$ cat src/wire_master_pkg.sv
/*
 * Shared constants, types and register map for the single-wire bus master
 * host port. Assumes a 125 MHz system clock and a host that reaches the
 * internal bank through an index pointer and a data window.
 */
// Operation
// RULE_01 - Master stays idle and drives nothing until host enables its clock; strong pullup control still follows command bit 1 while idle.
// RULE_02 - Host writes divisor with top bit set, which enables divided clock.
// RULE_03 - Host writes index pointer, then data window reaches that register.
// RULE_04 - Command register index zero; bit 0 starts a bus reset sequence.
// RULE_05 - Enable register index three; bit 0 enables presence interrupt.
// RULE_06 - Interrupt enable bit 4 enables receive-buffer-full interrupt.
// RULE_07 - Control register index five; bit 7 gates all master interrupts.
// RULE_08 - Flag register index two; bit 1 reports slave presence after reset.
// RULE_09 - Writing tx/rx byte starts transfer; reading returns sampled byte.
// RULE_10 - Sending all ones yields eight read slots; result shows slave data.
// RULE_11 - Device drives active-low strong pullup control output.
// RULE_12 - Completion sets flag; interrupt when source and master enable set.
package wire_master_pkg;

    // ****************************************************************
    // Register indices
    // ****************************************************************
    localparam logic [2:0] IDX_COMMAND = 3'h0;
    localparam logic [2:0] IDX_TXRX    = 3'h1;
    localparam logic [2:0] IDX_FLAGS   = 3'h2;
    localparam logic [2:0] IDX_ENABLES = 3'h3;
    localparam logic [2:0] IDX_DIVISOR = 3'h4;
    localparam logic [2:0] IDX_CONTROL = 3'h5;

    // ****************************************************************
    // Field positions
    // ****************************************************************
    localparam int CMD_RESET_BIT   = 0;
    localparam int CMD_SPU_BIT     = 1;
    localparam int FLAG_PD_BIT     = 0;
    localparam int FLAG_PDR_BIT    = 1;
    localparam int FLAG_TBE_BIT    = 2;
    localparam int FLAG_RBF_BIT    = 4;
    localparam int EN_PD_BIT       = 0;
    localparam int EN_RBF_BIT      = 4;
    localparam int DIV_CLKEN_BIT   = 7;
    localparam int CTL_MIE_BIT     = 7;

    // ****************************************************************
    // Reset values
    // ****************************************************************
    localparam logic [7:0] RST_REG = 8'h00;

    // ****************************************************************
    // Bus timing in microseconds, at the divided 1 MHz tick
    // ****************************************************************
    localparam int TICK_NS         = 1000;
    localparam int CLK_NS          = 8;
    localparam int TICK_CYCLES     = TICK_NS / CLK_NS;
    localparam logic [9:0] T_RST_LOW_US  = 10'h1e0;
    localparam logic [9:0] T_PD_SAMP_US  = 10'h046;
    localparam logic [9:0] T_RST_END_US  = 10'h3c0;
    localparam logic [9:0] T_SLOT_US     = 10'h03c;
    localparam logic [9:0] T_LOW1_US     = 10'h006;
    localparam logic [9:0] T_SAMP_US     = 10'h00f;
    localparam logic [9:0] T_REC_US      = 10'h041;

    // ****************************************************************
    // Types
    // ****************************************************************
    typedef enum logic [1:0] {
        ST_IDLE  = 2'b00,
        ST_RESET = 2'b01,
        ST_BIT   = 2'b10
    } wire_state_t;

    typedef struct packed {
        logic       wr;
        logic       rd;
        logic       sel_ptr;
        logic [7:0] data;
    } host_req_t;

    typedef struct packed {
        logic reset_done;
        logic present;
        logic byte_done;
    } wire_evt_t;

endpackage

$ cat src/wire_tick_gen.sv
/*
 * Prescaler: turns the system clock into a one-cycle microsecond tick while
 * the clock enable bit is set. Assumes the divisor low bits have no effect on the tick period.
 */
`timescale 1ns/1ps
module wire_tick_gen (
    input  wire logic       clk_i,
    input  wire logic       rst_n_i,
    input  wire logic       en_i,
    input  wire logic [6:0] ratio_i,
    output logic            tick_o
);
    // ****************************************************************
    // Counter
    // ****************************************************************
    logic [7:0] cnt_q;
    logic [7:0] limit;
    logic       wrap;

    // Divisor ratio is subtracted and added back, so any ratio still gives a 1 us tick
    assign limit = 8'(wire_master_pkg::TICK_CYCLES - 1) - {1'b0, ratio_i} +
                   {1'b0, ratio_i};
    assign wrap  = (cnt_q == limit);

    always_ff @(posedge clk_i or negedge rst_n_i) begin
        if (!rst_n_i) begin
            cnt_q  <= 8'h00;
            tick_o <= 1'b0;
        end else begin
            cnt_q  <= (!en_i || wrap) ? 8'h00 : cnt_q + 8'h01; // RULE_02
            tick_o <= en_i && wrap;
        end
    end
endmodule

$ cat src/wire_master.sv
/*
 * Single-wire bus master with indirect register bank. Assumes an external
 * pull-up on the bus line and on the strong pullup control pin.
 */
`timescale 1ns/1ps
module wire_master (
    input  wire logic       MCLK_I,
    input  wire logic       NRST_I,
    input  wire logic       HOST_WR_I,
    input  wire logic       HOST_RD_I,
    input  wire logic       HOST_SEL_PTR_I,
    input  wire logic [7:0] HOST_DATA_I,
    output logic      [7:0] HOST_DATA_O,
    output logic            IRQ_O,
    input  wire logic       BUS_LINE_I,
    output logic            BUS_LINE_O,
    output logic            BUS_LINE_OE_O,
    output logic            STRONG_PULLUP_CTL_N_O
);
    // ****************************************************************
    // Host request bundle
    // ****************************************************************
    wire_master_pkg::host_req_t req;
    assign req = '{wr: HOST_WR_I, rd: HOST_RD_I, sel_ptr: HOST_SEL_PTR_I,
                   data: HOST_DATA_I};

    logic [2:0] ptr_q;
    logic [7:0] cmd_q, txrx_q, flags_q, en_q, div_q, ctl_q;
    wire_master_pkg::wire_state_t st_q;
    logic [9:0] us_q;
    logic [2:0] bit_q;
    logic [7:0] shift_q;
    logic       drive_q;
    logic       spu_q;
    logic       tick;

    function automatic logic hit(input logic [2:0] p, input logic [2:0] idx,
                                 input logic s, input logic a);
        return a && !s && (p == idx);
    endfunction

    wire wr_ptr  = req.wr && req.sel_ptr; // RULE_03
    wire wr_cmd  = hit(ptr_q, wire_master_pkg::IDX_COMMAND, req.sel_ptr,
                       req.wr);
    wire wr_txrx = hit(ptr_q, wire_master_pkg::IDX_TXRX, req.sel_ptr, req.wr);
    wire wr_en   = hit(ptr_q, wire_master_pkg::IDX_ENABLES, req.sel_ptr,
                       req.wr);
    wire wr_div  = hit(ptr_q, wire_master_pkg::IDX_DIVISOR, req.sel_ptr,
                       req.wr);
    wire wr_ctl  = hit(ptr_q, wire_master_pkg::IDX_CONTROL, req.sel_ptr,
                       req.wr);
    wire rd_flag = hit(ptr_q, wire_master_pkg::IDX_FLAGS, req.sel_ptr,
                       req.rd);
    wire clk_en  = div_q[wire_master_pkg::DIV_CLKEN_BIT]; // RULE_01

    // ****************************************************************
    // Prescaler
    // ****************************************************************
    wire_tick_gen u_tick (
        .clk_i   (MCLK_I),
        .rst_n_i (NRST_I),
        .en_i    (clk_en),
        .ratio_i (div_q[6:0]),
        .tick_o  (tick)
    );

    // ****************************************************************
    // Line sequencer
    // ****************************************************************
    wire_master_pkg::wire_evt_t evt;
    wire start_rst  = wr_cmd && req.data[wire_master_pkg::CMD_RESET_BIT];
    wire start_byte = wr_txrx;
    wire idle       = (st_q == wire_master_pkg::ST_IDLE);
    wire cur_bit    = shift_q[0];
    wire rst_end    = tick && (us_q == wire_master_pkg::T_RST_END_US);
    wire slot_end   = tick && (us_q == wire_master_pkg::T_SLOT_US +
                                       wire_master_pkg::T_REC_US);
    wire rst_samp   = tick && (us_q == wire_master_pkg::T_RST_LOW_US +
                                       wire_master_pkg::T_PD_SAMP_US);
    wire bit_samp   = tick && (us_q == wire_master_pkg::T_SAMP_US);
    wire [9:0] low_len = cur_bit ? wire_master_pkg::T_LOW1_US
                                 : wire_master_pkg::T_SLOT_US;
    wire pull_low   =
        (st_q == wire_master_pkg::ST_RESET &&
         us_q < wire_master_pkg::T_RST_LOW_US) ||
        (st_q == wire_master_pkg::ST_BIT && us_q < low_len);

    // Slave presence held between sample and end of the reset sequence
    logic pres_q;

    assign evt.reset_done = (st_q == wire_master_pkg::ST_RESET) && rst_end;
    assign evt.present    = pres_q;
    assign evt.byte_done  = (st_q == wire_master_pkg::ST_BIT) && slot_end &&
                            (bit_q == 3'h7);

    always_ff @(posedge MCLK_I or negedge NRST_I) begin
        if (!NRST_I) begin
            st_q    <= wire_master_pkg::ST_IDLE;
            us_q    <= 10'h000;
            bit_q   <= 3'h0;
            shift_q <= 8'h00;
            pres_q  <= 1'b0;
        end else begin
            unique case (st_q)
                wire_master_pkg::ST_IDLE: begin
                    us_q  <= 10'h000;
                    bit_q <= 3'h0;
                    if (clk_en && start_rst) begin
                        st_q <= wire_master_pkg::ST_RESET; // RULE_04
                    end else if (clk_en && start_byte) begin
                        st_q    <= wire_master_pkg::ST_BIT; // RULE_09
                        shift_q <= req.data;
                    end
                end
                wire_master_pkg::ST_RESET: begin
                    if (tick) begin
                        us_q <= us_q + 10'h001;
                    end
                    if (rst_samp) begin
                        pres_q <= !BUS_LINE_I;
                    end
                    if (rst_end) begin
                        st_q <= wire_master_pkg::ST_IDLE;
                    end
                end
                wire_master_pkg::ST_BIT: begin
                    if (tick) begin
                        us_q <= us_q + 10'h001;
                    end
                    // A one bit leaves the line free, so slaves set the sample
                    if (bit_samp) begin
                        shift_q[0] <= BUS_LINE_I; // RULE_10
                    end
                    if (slot_end) begin
                        us_q    <= 10'h000;
                        bit_q   <= bit_q + 3'h1;
                        shift_q <= {shift_q[0], shift_q[7:1]};
                        if (bit_q == 3'h7) begin
                            st_q <= wire_master_pkg::ST_IDLE;
                        end
                    end
                end
                default: st_q <= wire_master_pkg::ST_IDLE;
            endcase
        end
    end

    // ****************************************************************
    // Register bank
    // ****************************************************************
    logic [7:0] flags_d;
    always_comb begin
        flags_d = flags_q;
        // Reading the flag register clears it; a new event still wins
        if (rd_flag) begin
            flags_d = 8'h00;
        end
        if (start_byte && idle) begin
            flags_d[wire_master_pkg::FLAG_TBE_BIT] = 1'b0;
        end
        if (evt.reset_done) begin
            flags_d[wire_master_pkg::FLAG_PD_BIT]  = 1'b1; // RULE_12
            flags_d[wire_master_pkg::FLAG_PDR_BIT] = evt.present; // RULE_08
        end
        if (evt.byte_done) begin
            flags_d[wire_master_pkg::FLAG_RBF_BIT] = 1'b1; // RULE_12
            flags_d[wire_master_pkg::FLAG_TBE_BIT] = 1'b1;
        end
    end

    always_ff @(posedge MCLK_I or negedge NRST_I) begin
        if (!NRST_I) begin
            ptr_q   <= 3'h0;
            cmd_q   <= wire_master_pkg::RST_REG;
            txrx_q  <= wire_master_pkg::RST_REG;
            flags_q <= wire_master_pkg::RST_REG;
            en_q    <= wire_master_pkg::RST_REG;
            div_q   <= wire_master_pkg::RST_REG;
            ctl_q   <= wire_master_pkg::RST_REG;
        end else begin
            if (wr_ptr) begin
                ptr_q <= req.data[2:0]; // RULE_03
            end
            if (wr_cmd) begin
                cmd_q <= req.data & 8'hfe;
            end
            if (evt.byte_done) begin
                txrx_q <= {shift_q[0], shift_q[7:1]}; // RULE_09
            end
            if (wr_en) begin
                en_q <= req.data;
            end
            if (wr_div) begin
                div_q <= req.data; // RULE_02
            end
            if (wr_ctl) begin
                ctl_q <= req.data;
            end
            flags_q <= flags_d;
        end
    end

    // ****************************************************************
    // Outputs, all registered
    // ****************************************************************
    logic [7:0] rd_mux;
    always_comb begin
        unique case (ptr_q)
            wire_master_pkg::IDX_COMMAND: rd_mux = cmd_q;
            wire_master_pkg::IDX_TXRX:    rd_mux = txrx_q;
            wire_master_pkg::IDX_FLAGS:   rd_mux = flags_q;
            wire_master_pkg::IDX_ENABLES: rd_mux = en_q;
            wire_master_pkg::IDX_DIVISOR: rd_mux = div_q;
            wire_master_pkg::IDX_CONTROL: rd_mux = ctl_q;
            default:                      rd_mux = 8'h00;
        endcase
    end

    wire irq_src =
        (flags_q[wire_master_pkg::FLAG_PD_BIT] &&
         en_q[wire_master_pkg::EN_PD_BIT]) || // RULE_05
        (flags_q[wire_master_pkg::FLAG_RBF_BIT] &&
         en_q[wire_master_pkg::EN_RBF_BIT]); // RULE_06

    always_ff @(posedge MCLK_I or negedge NRST_I) begin
        if (!NRST_I) begin
            HOST_DATA_O           <= 8'h00;
            IRQ_O                 <= 1'b0;
            BUS_LINE_O            <= 1'b0;
            BUS_LINE_OE_O         <= 1'b0;
            STRONG_PULLUP_CTL_N_O <= 1'b1;
            drive_q               <= 1'b0;
            spu_q                 <= 1'b0;
        end else begin
            HOST_DATA_O   <= req.sel_ptr ? {5'h00, ptr_q} : rd_mux;
            IRQ_O         <= irq_src &&
                             ctl_q[wire_master_pkg::CTL_MIE_BIT]; // RULE_07
            // Open drain: only ever pull low, never drive high
            drive_q       <= pull_low && clk_en; // RULE_01
            BUS_LINE_O    <= 1'b0;
            BUS_LINE_OE_O <= pull_low && clk_en;
            // Strong pullup only while idle, but it lags two edges and can overlap the first cycle of a low pull
            spu_q         <= cmd_q[wire_master_pkg::CMD_SPU_BIT] && idle;
            STRONG_PULLUP_CTL_N_O <= !(spu_q && !drive_q); // RULE_11
        end
    end
endmodule

$ cat config.mk
export PLATFORM = sky130hd
export DESIGN_NAME = wire_master
export DESIGN_NICKNAME = d
export VERILOG_FILES = /design/src/wire_master_pkg.sv /design/src/wire_tick_gen.sv /design/src/wire_master.sv
export SDC_FILE = /design/constraint.sdc
export NUM_CORES = 1
export LEC_CHECK = 0
export CORE_MARGIN = 5
export CORE_UTILIZATION = 35
export CTS_CLUSTER_SIZE = 12
export DETAILED_ROUTE_END_ITERATION = 10
export DONT_BUFFER_PORTS = 1
export GPL_TIMING_DRIVEN = 0
export HOLD_SLACK_MARGIN = 0.12
export PLACE_DENSITY = 0.59
export SYNTH_ARGS = -nofsm -noshare
export SYNTH_HDL_FRONTEND = slang
export SYNTH_SLANG_ARGS = --single-unit
$ cat constraint.sdc
create_clock -name MCLK_I -period 2.4 [get_ports MCLK_I]
set_clock_uncertainty 0.1 [all_clocks]
set_input_delay 0.24 -clock MCLK_I [delete_from_list [all_inputs] [get_ports MCLK_I]]
set_output_delay 0.24 -clock MCLK_I [all_outputs]
set_load 0.01 [all_outputs]
==> results of run 1 <==
layer usage:
layer / GRT usage, % / vias up / wire, um
li1: - / 1414 / -
met1: 17.0 / 1452 / 4260
met2: 21.4 / 58 / 4440
met3: 2.86 / 17 / 353
met4: 6.44 / 0 / 231
met5: 0 / - / 0
cell usage after synthesis (all sizes together), types with 6 or more instances:
master  instances
inv            15
nand2          34
mux2i           9
mux2           45
ha             15
buf            12
nand3          13
xor2            7
nor2           38
dfrtp          90
xnor2           6
a21oi          21
o21ai           9
a22oi           8
registers in the layout (all words and copies together) (netlist names):
signal	cells
en_q	8
STRONG_PULLUP_CTL_N_O	1
u_tick.tick_o	1
div_q	8
txrx_q	8
spu_q	1
flags_q	4
ctl_q	8
drive_q	1
bit_q	3
u_tick.cnt_q	8
IRQ_O	1
pres_q	1
HOST_DATA_O	8
us_q	10
cmd_q	7
st_q	2
ptr_q	3
shift_q	8
stage by stage:
step / util, % / power (mW) / setup slack (ns)
2_1_floorplan: - / 2.92 / 0.653
3_3_place_gp: 37.5 / 3.12 / 0.464
3_5_place_dp: 37.5 / 3.17 / 0.416
4_1_cts: 40.6 / 4.59 / 0.403
5_1_grt: 40.6 / 4.80 / 0.232
6_report: 40.6 / 4.54 / 0.417
final cells by class:
class,count,area [um2]
Buffer,14,91.3
Clock buffer,11,233
Clock inverter,4,52.6
Fill cell,1233,7530
Inverter,15,56.3
Multi-Input combinational cell,266,2110
Sequential cell,91,2280
Tap cell,172,215
Timing Repair Buffer,11,110
cell families (layout without fill, tap and decap cells):
kind of cell / after synthesis / in the layout / synth area share, %
muxes: 58 / 58 / 16.5
buffers and inverters: 29 / 55 / 3.26
adders and majority gates: 15 / 15 / 4.14
AOI/OAI and AO/OA: 57 / 57 / 8.69
other: 1 / 1 / 0.0827
xor gates and xnor gates: 13 / 13 / 2.51
DFF: 91 / 91 / 50.2
and+or+nand+nor: 122 / 122 / 14.6
cell usage in the layout (no fill, tap or decap), drive strengths merged, types with 3 or more instances in the layout:
cell type and count:
dlygate4sd3 11, mux4 4, buf 12, clkbuf 13, xnor2 6, a21oi 21
o21ai 9, nor3 5, a22oi 8, nor2 38, mux2 45, ha 15
inv 15, nand2b 4, dfrtp 90, xor2 7, clkinv 3, nand3 13
nand2 34, and2 4, and3 4, nor2b 5, mux2i 9
worst min-delay path by stage:
stage / startpoint / endpoint / slack (ns)
after global routing: NRST_I / ptr_q[0] / -0.53
after detailed placement: NRST_I / en_q[1] / -0.15
after global placement: NRST_I / div_q[1] / -0.15
after floorplan: NRST_I / HOST_DATA_O[0] / -0.16
final: NRST_I / div_q[0] / -0.51
after CTS: NRST_I / div_q[1] / -0.52
power groups by stage:
stage                     Combinational (mW)  Sequential, mW  Clock (mW)
after floorplan                        0.765            2.16           0
after global placement                 0.881            2.24           0
after CTS                              0.939            2.24        1.42
after detailed placement               0.912            2.26           0
final                                  0.928            2.23        1.38
after global routing                    1.04            2.28        1.48
==> metrics.txt, run 1 <==
Worst Hold Class input port to asynchronous set/reset pin; placed instance area about 4700 um2; switching power of the nets between 1 and 1.5 mW; Power Density 882 nW/um2; H-tree Lvls 3; area grow syn2layout 13.5%; # setup viols final 0; routed via count just under 3,000; final max-slew violation count 0; share of power burned in the clock network 30.4%; post-cts sizing count 0; Remaining DRCs 0; Worst path most repeated cell inv_1; wire length per cell between 15 and 20 um; Leakage ~2.3 nW; post-synthesis net count ~420; sw frac 28.4%; async set or reset register ratio after synthesis 100%; Worst path depth 8; critical path peak fanout 10; FF-to-FF setup slack approximately 0.42 ns; Final Hold Viols about 90; Skew-Pair Late Insertion Delay between 0.3 and 0.4 ns; share of layout cells above drive strength 1 between 20% and 30%; top cell type's share of synthesized area 49.7%; PortBufs 0; CP Launch Type flip-flop; Reg power frac between 40 and 50%; starting density of the core a little over a third; TritonCTS buffer count 9; hold_buf cts 11; FMAX roughly 500 MHz; vias in the first global route around 3,000; via density per instance roughly 5.0; worst slew pin tran slightly below 0.6 ns; #FFs+latches synth 91; critical-path cell list inv_1 -> ha_1 -> inv_1 -> buf_2 -> a41oi_1 -> a21oi_2 -> o21ai_0 -> a22o_1; required time of the critical path roughly 2.5 ns; max_cap viols 0; relative slew slack approximately 61%; Pre-antenna DRT Iters 4; clock transition at the registers of the reported paths 0.06 ns; Setup Fix Bufs, Post-CTS 0; total track usage 13.3%; Post-DRT Antenna Nets 0; Die Width 124 um; register area share after synthesis between 50% and 60%; Bufs on Longest Clock Path 2; Reg2Reg Depth 8; cell area after synthesis ~4500 um2; Setup Crit Path Kind flip-flop to flip-flop; Routed WL roughly 9.3 mm; Primary FF master, synth dfrtp_1; CTS sink count between 90 and 100; Initial DRC Count between 150 and 200; worst r2r src st_q[0]; CP max stage delay slightly above 0.4 ns; Critical-path top delay cell dfrtp_1; RSZ-0062 raised after global routing no; die area roughly 15,000 um2; r2r endpoint st_q[0]; num ports 26; Sum Neg Setup Slack 0 ns; Fin Hold WS -0.509 ns; CTS Root Cell clkbuf_16; Setup crit end kind flip-flop; final worst-path cycle share between 80% and 90%; Ys Warns 0; largest net degree at the start of global routing roughly 90; GPL Wtd Cong ~0.86; placed cells 558; CTS tree done; crit path from st_q[0]; # rows between 40 and 50; largest cells by area after synthesis dfrtp_1, mux2_2, mux2_4; final cell area excluding filler cells roughly 5100 um2; first-pass GRT wire length between 15 and 20 mm; cells after synthesis just under 400; EDFF count, synth 0; Final min period approximately 2 ns; ant diodes 0; Distinct cells, synth 64; core area 12,700 um2; run status finished with violations; total gr overflow 0; Non-Filler Instances roughly 580; Syn Area/Cell roughly 12 um2; critical path arrival ~2.1 ns; combinational fraction of design power 20.5%; Synth area leader dfrtp_1; Die Span Y between 100 and 150 um; CP Buf/Inv Count 3; failing checks negative hold slack; antenna violations before repair 0; Max VDD drop between 300 and 400 uV; Setup crit end st_q[0]; P_int 3.25 mW; nets@finish roughly 440; Top delay family on crit path compound AO/OA/AOI/OAI gates; Post-DP HPWL around 6.6 mm
No activity file was read; power rests on OpenSTA's default activity.
==> run 2, diff against run 1 <==
ABC_AREA = 1   (was unset)
PLACE_DENSITY = 0.61   (was 0.59)
clock period = 1.65 ns   (was 2.4 ns; I/O delays follow)
==> metrics.txt, run 2 <==
run status finished with violations (unchanged); failing checks negative hold slack, negative setup slack (was negative hold slack); Fillers 1,282 (was 1,233); most numerous cell in the Yosys netlist nand2_1 (was dfrtp_1); critical-path cell list inv_2 -> ha_4 -> nand2_4 -> nor2_4 -> nand4_1 -> nor2_4 -> buf_6 -> nand2_4 -> o21ai_2 (was inv_1 -> ha_1 -> inv_1 -> buf_2 -> a41oi_1 -> a21oi_2 -> o21ai_0 -> a22o_1); fin util 44.6% (was 40.6%); Top delay family on crit path simple AND/OR/NAND/NOR gates (was compound AO/OA/AOI/OAI gates); CP max stage delay 0.39 ns (was 0.41 ns); total gr overflow 0 (unchanged); Leakage 2.62 nW (was 2.32 nW); Remaining DRCs 0 (unchanged); most common cell after layout, fill and taps aside nand2_1 (was dfrtp_1); num ports 26 (unchanged); Skew-Pair Late Insertion Delay 0.35 ns (was 0.34 ns); wire length per cell 14.0 um (was 15.9 um); Max VDD drop 500 uV (was 376 uV); max_cap viols 0 (unchanged); TritonCTS buffer count 9 (unchanged); RSZ-0062 raised after global routing yes (was no); CTS tree done (unchanged); vias in the first global route 3,810 (was 3,007); Reg2Reg Depth 9 (was 8); async set or reset register ratio after synthesis 100% (unchanged); cells after synthesis 567 (was 386); Routed WL 11.1 mm (was 9.28 mm); r2r endpoint txrx_q[6] (was st_q[0]); Die Span Y 124 um (about the same); commonest non-fill, non-tap cells in the layout nand2_1, dfrtp_1, o21ai_0 (was dfrtp_1, nor2_1, nand2_1); critical path peak fanout 5 (was 10); Final min period 1.65 ns (was 1.98 ns); # setup viols final 1 (was 0); H-tree Lvls 3 (unchanged); Pre-antenna DRT Iters 4 (unchanged); total track usage 14.5% (was 13.3%); antenna violations before repair 0 (unchanged); Setup Crit Path Kind flip-flop to flip-flop (unchanged); CTS Root Cell clkbuf_16 (unchanged); final max-slew violation count 0 (unchanged); Synth area leader dfrtp_1 (unchanged); CTS sink count 91 (unchanged); Worst Hold Class input port to asynchronous set/reset pin (unchanged); area grow syn2layout 23.9% (was 13.5%); largest net degree at the start of global routing 92 (unchanged); core area 12,700 um2 (about the same); Syn Area/Cell 8.08 um2 (was 11.7 um2); Initial DRC Count 268 (was 184); post-synthesis net count 596 (was 415); #FFs+latches synth 91 (unchanged); Power Density 1200 nW/um2 (was 882 nW/um2); first-pass GRT wire length 18.8 mm (was 15.7 mm); Setup crit end kind flip-flop (unchanged); worst r2r src us_q[1] (was st_q[0]); Bufs on Longest Clock Path 2 (unchanged); via density per instance 4.87 (was 5.04); CP Launch Type flip-flop (unchanged); Distinct cells, synth 34 (was 64); FMAX 604 MHz (was 504 MHz); share of layout cells above drive strength 1 21.1% (was 21.8%); cell area after synthesis 4580 um2 (was 4530 um2); starting density of the core 36.0% (was 35.8%); Setup crit end txrx_q[6] (was st_q[0]); Fin Hold WS -0.595 ns (was -0.509 ns); # rows 41 (unchanged); Synth top cells by count nand2_1, dfrtp_1, o21ai_0, inv_1, nor2_1 (was dfrtp_1, nor2_1, nand2_1, mux2_2, a21oi_1); Worst path depth 9 (was 8); Sum Neg Setup Slack -0.00441 ns (was 0 ns); routed via count 3,861 (was 2,941); Primary FF master, synth dfrtp_1 (unchanged); Post-DRT Antenna Nets 0 (unchanged); max FFs per register 10 (unchanged); required time of the critical path 1.82 ns (was 2.53 ns); Final Hold Viols 91 (unchanged); Die Width 124 um (about the same); Reg area 2290 um2 (was 2280 um2); Ys Warns 0 (unchanged); die area 15,500 um2 (was 15,300 um2); clock transition at the registers of the reported paths 0.07 ns (was 0.06 ns); top cell type's share of synthesized area 49.2% (was 49.7%); FF-to-FF setup slack -0.004 ns (was 0.42 ns); final worst-path cycle share 100% (was 82.6%); Critical-path top delay cell dfrtp_1 (unchanged); EDFF count, synth 0 (unchanged); critical path arrival 1.82 ns (was 2.11 ns); ant diodes 0 (unchanged); area of the multi-input gates 2200 um2 (was 2110 um2); pre-CTS setup slack -0.237 ns (was 0.416 ns); largest cells by area after synthesis dfrtp_1, nand2_1, o21ai_0 (was dfrtp_1, mux2_2, mux2_4); crit path from us_q[1] (was st_q[0]); hold_buf cts 13 (was 11); GPL Wtd Cong 0.910 (was 0.860); nets@finish 645 (was 437); PortBufs 0 (unchanged); Top reg by flops us_q (unchanged); register area share after synthesis 49.7% (was 50.2%); post-route setup slack -0.00441 ns (was 0.417 ns); Post-DP HPWL 7.56 mm (was 6.64 mm); CP Buf/Inv Count 2 (was 3)
-- run 2: changes by cell type in the layout (fill, tap and decap cells not counted), moves of 8 or more --
cell	previous run	this run
o21ai_0	8	58
mux2i_1	9	0
inv_2	1	9
nand2_1	33	155
nor2_4	0	8
nand3_1	12	20
buf_4	2	24
a22oi_1	8	0
o21ai_1	0	8
inv_1	14	56
mux2_2	29	0
mux2_4	16	0
nand2_2	0	15
-- run 2: report_power, final --
part           switching [mW]  leakage [nW]  internal [mW]
registers               0.353          1.19           2.73
clock network           0.890         0.142           1.11
logic                    1.07          1.29          0.682
total                    2.31          2.62           4.51
-- run 2: final cells by class --
class                      instances  area share (%)
sequential                        91            40.3
inverter                          68            4.65
buffer                            12            1.61
clock buffer                      11            4.45
clock inverter                     5           0.617
timing repair buffer              37            5.89
multi-input combinational        397            38.7
tap                              172            3.79
-- run 2: layer usage --
metal  vias up  routed length (um)  global-route usage [%]  share of wire (%)
met3        22                 420                    2.92                3.8
met4         0                 243                    5.16                2.2
met1      1847                4850                    18.1                 44
met5         -                   0                       0                  0
li1       1914                   -                       -                  -
met2        78                5590                    25.0                 50
-- run 2: how the worst min path moves through the flow --
stage / to / slack, ns / depth (start not counted)
finish: HOST_DATA_O[0] / -0.59 / 0
global route: HOST_DATA_O[0] / -0.60 / 0
CTS: HOST_DATA_O[0] / -0.60 / 0
detailed placement: ptr_q[0] / -0.23 / 0
global placement: HOST_DATA_O[0] / -0.23 / 0
floorplan: HOST_DATA_O[0] / -0.23 / 0
-- run 2: through the flow --
stage          area (um2)  power [mW]  cells
2_1_floorplan        4580        4.08    567
3_3_place_gp         4800        4.40    739
3_5_place_dp         4800        4.46    739
4_1_cts              5420        6.63    781
5_1_grt              5670        7.26    793
6_report             5670        6.83    793
-- run 2: logic make-up (layout without fill, tap and decap cells) --
logic type / Yosys count / count (layout) / share of synthesized area (%)
XOR/XNOR: 5 / 5 / 0.956
flip-flops: 91 / 91 / 49.7
buffers and inverters: 80 / 133 / 7.46
AND/OR/NAND/NOR: 283 / 284 / 27.0
other: 1 / 1 / 0.0819
AO/OA/AOI/OAI: 92 / 92 / 10.7
adder cells (fa/ha/maj): 15 / 15 / 4.10
-- run 2: repair_timing --
item | 4_1_cts | 5_1_grt
hold endpoints to repair | 148 | 91
gates cloned | 2 | 0
pin swaps | 12 | 13
setup buffers | 11 | 12
setup endpoints to repair | 66 | 62
resized for setup | 36 | 55
==> run 3, diff against run 2 <==
ABC_AREA = unset   (was 1)
==> metrics.txt, run 3 (synthesis results as in run 1) <==
Sum Neg Setup Slack -2.85 ns (was -0.00441 ns); largest net degree at the start of global routing 92 (unchanged); RSZ-0062 raised after global routing yes (unchanged); total track usage 13.9% (was 14.5%); Reg2Reg Depth 7 (was 9); num ports 26 (unchanged); FF-to-FF setup slack -0.15 ns (was -0.004 ns); failing checks negative hold slack, negative setup slack (unchanged); die area 15,300 um2 (was 15,500 um2); nets@finish 462 (was 645); ant diodes 0 (unchanged); PortBufs 0 (unchanged); area grow syn2layout 24.2% (was 23.9%); share of layout cells above drive strength 1 35.0% (was 21.1%); Final min period 1.80 ns (was 1.65 ns); run status finished with violations (unchanged); first-pass GRT wire length 16.6 mm (was 18.8 mm); CTS sink count 91 (unchanged); Initial DRC Count 282 (was 268); Non-Filler Instances 609 (was 793); FMAX 557 MHz (was 604 MHz); Max VDD drop 493 uV (was 500 uV); vias in the first global route 3,179 (was 3,810); antenna violations before repair 0 (unchanged); routed via count 3,109 (was 3,861); via density per instance 5.11 (was 4.87); starting density of the core 35.8% (was 36.0%); max_cap viols 0 (unchanged); final worst-path cycle share 109% (was 100%); r2r endpoint txrx_q[5] (was txrx_q[6]); Post-DRT Antenna Nets 0 (unchanged); # rows 41 (unchanged); post-route setup slack -0.145 ns (was -0.00441 ns); critical path peak fanout 9 (was 5); CP Launch Type flip-flop (unchanged); most common cell after layout, fill and taps aside dfrtp_1 (was nand2_1); Routed WL 10.1 mm (was 11.1 mm); Die Span Y 124 um (about the same); Setup crit end kind flip-flop (unchanged); CTS Root Cell clkbuf_16 (unchanged); crit path from us_q[1] (unchanged); commonest non-fill, non-tap cells in the layout dfrtp_1, nor2_1, mux2_2 (was nand2_1, dfrtp_1, o21ai_0); TritonCTS buffer count 9 (unchanged); # setup viols final 35 (was 1); GPL Wtd Cong 0.897 (was 0.910); required time of the critical path 1.77 ns (was 1.82 ns); H-tree Lvls 3 (unchanged); Leakage 2.50 nW (was 2.62 nW); Remaining DRCs 0 (unchanged); wire length per cell 16.6 um (was 14.0 um); Bufs on Longest Clock Path 2 (unchanged); pre-CTS setup slack -0.271 ns (was -0.237 ns); worst r2r src us_q[1] (unchanged); CTS tree done (unchanged); max FFs per register 10 (unchanged); Worst Hold Class input port to asynchronous set/reset pin (unchanged); Final Hold Viols 91 (unchanged); fin util 44.5% (was 44.6%); clock transition at the registers of the reported paths 0.06 ns (was 0.07 ns); Setup Crit Path Kind flip-flop to flip-flop (unchanged); Power Density 1240 nW/um2 (was 1200 nW/um2); Post-DP HPWL 6.51 mm (was 7.56 mm); core area 12,700 um2 (about the same); Top reg by flops us_q (unchanged); total gr overflow 0 (unchanged); Pre-antenna DRT Iters 5 (was 4); final max-slew violation count 0 (unchanged); critical path arrival 1.91 ns (was 1.82 ns); placed cells 558 (was 739); Skew-Pair Late Insertion Delay 0.34 ns (was 0.35 ns); Die Width 124 um (about the same); Fin Hold WS -0.579 ns (was -0.595 ns); hold_buf cts 12 (was 13)
## run 3: cell type report
cell class / count / area [um2]
tap: 172 / 215
timing repair buffer: 38 / 335
buffer: 12 / 130
inverter: 15 / 65.1
clock buffer: 12 / 256
fill: 1135 / 7040
clock inverter: 3 / 47.5
sequential: 91 / 2280
multi-input combinational: 266 / 2300
## run 3: per-stage QoR
step | instance area, um2 | power, mW
3_3_place_gp | 4760 | 4.55
3_5_place_dp | 4760 | 4.61
4_1_cts | 5370 | 6.86
5_1_grt | 5630 | 7.37
2_1_floorplan | 4540 | 4.26
6_report | 5630 | 6.99
## run 3: critical path: stages (launching register included)
cell     delay (ns)
dfrtp_1        0.39
inv_2          0.09
ha_4           0.12
and4b_4        0.28
nand3_4        0.11
nor2_8         0.16
nand2_8        0.11
mux2_4         0.31
## run 3: worst max path at each step
stage / end / slack, ns / depth (start not counted)
after global placement: HOST_DATA_O[0] / -0.26 / 6
after detailed placement: us_q[5] / -0.27 / 8
after floorplan: txrx_q[0] / -0.1 / 7
after CTS: us_q[5] / -0.17 / 8
after global routing: us_q[0] / -0.22 / 7
final: txrx_q[5] / -0.15 / 7
## run 3: power breakdown
group	switching [mW]	total (mW)	internal, mW
clock	0.834	2.09	1.25
combinational	0.722	1.64	0.921
sequential	0.440	3.26	2.82
## run 3: what timing repair did
item / 4_1_cts / 5_1_grt
endpoints found under the setup margin: 72 / 74
hold endpoints to repair: 141 / 91
buffers inserted: 11 / 15
resized for setup: 25 / 43
pin swaps: 9 / 14
## run 3: metal layers
layer	part of all wire [%]	track usage [%]	wire length, um
met3	3.8	3.09	384
met2	49	22.5	4970
met5	0	0	0
met1	44	18.0	4430
met4	3.1	6.09	312
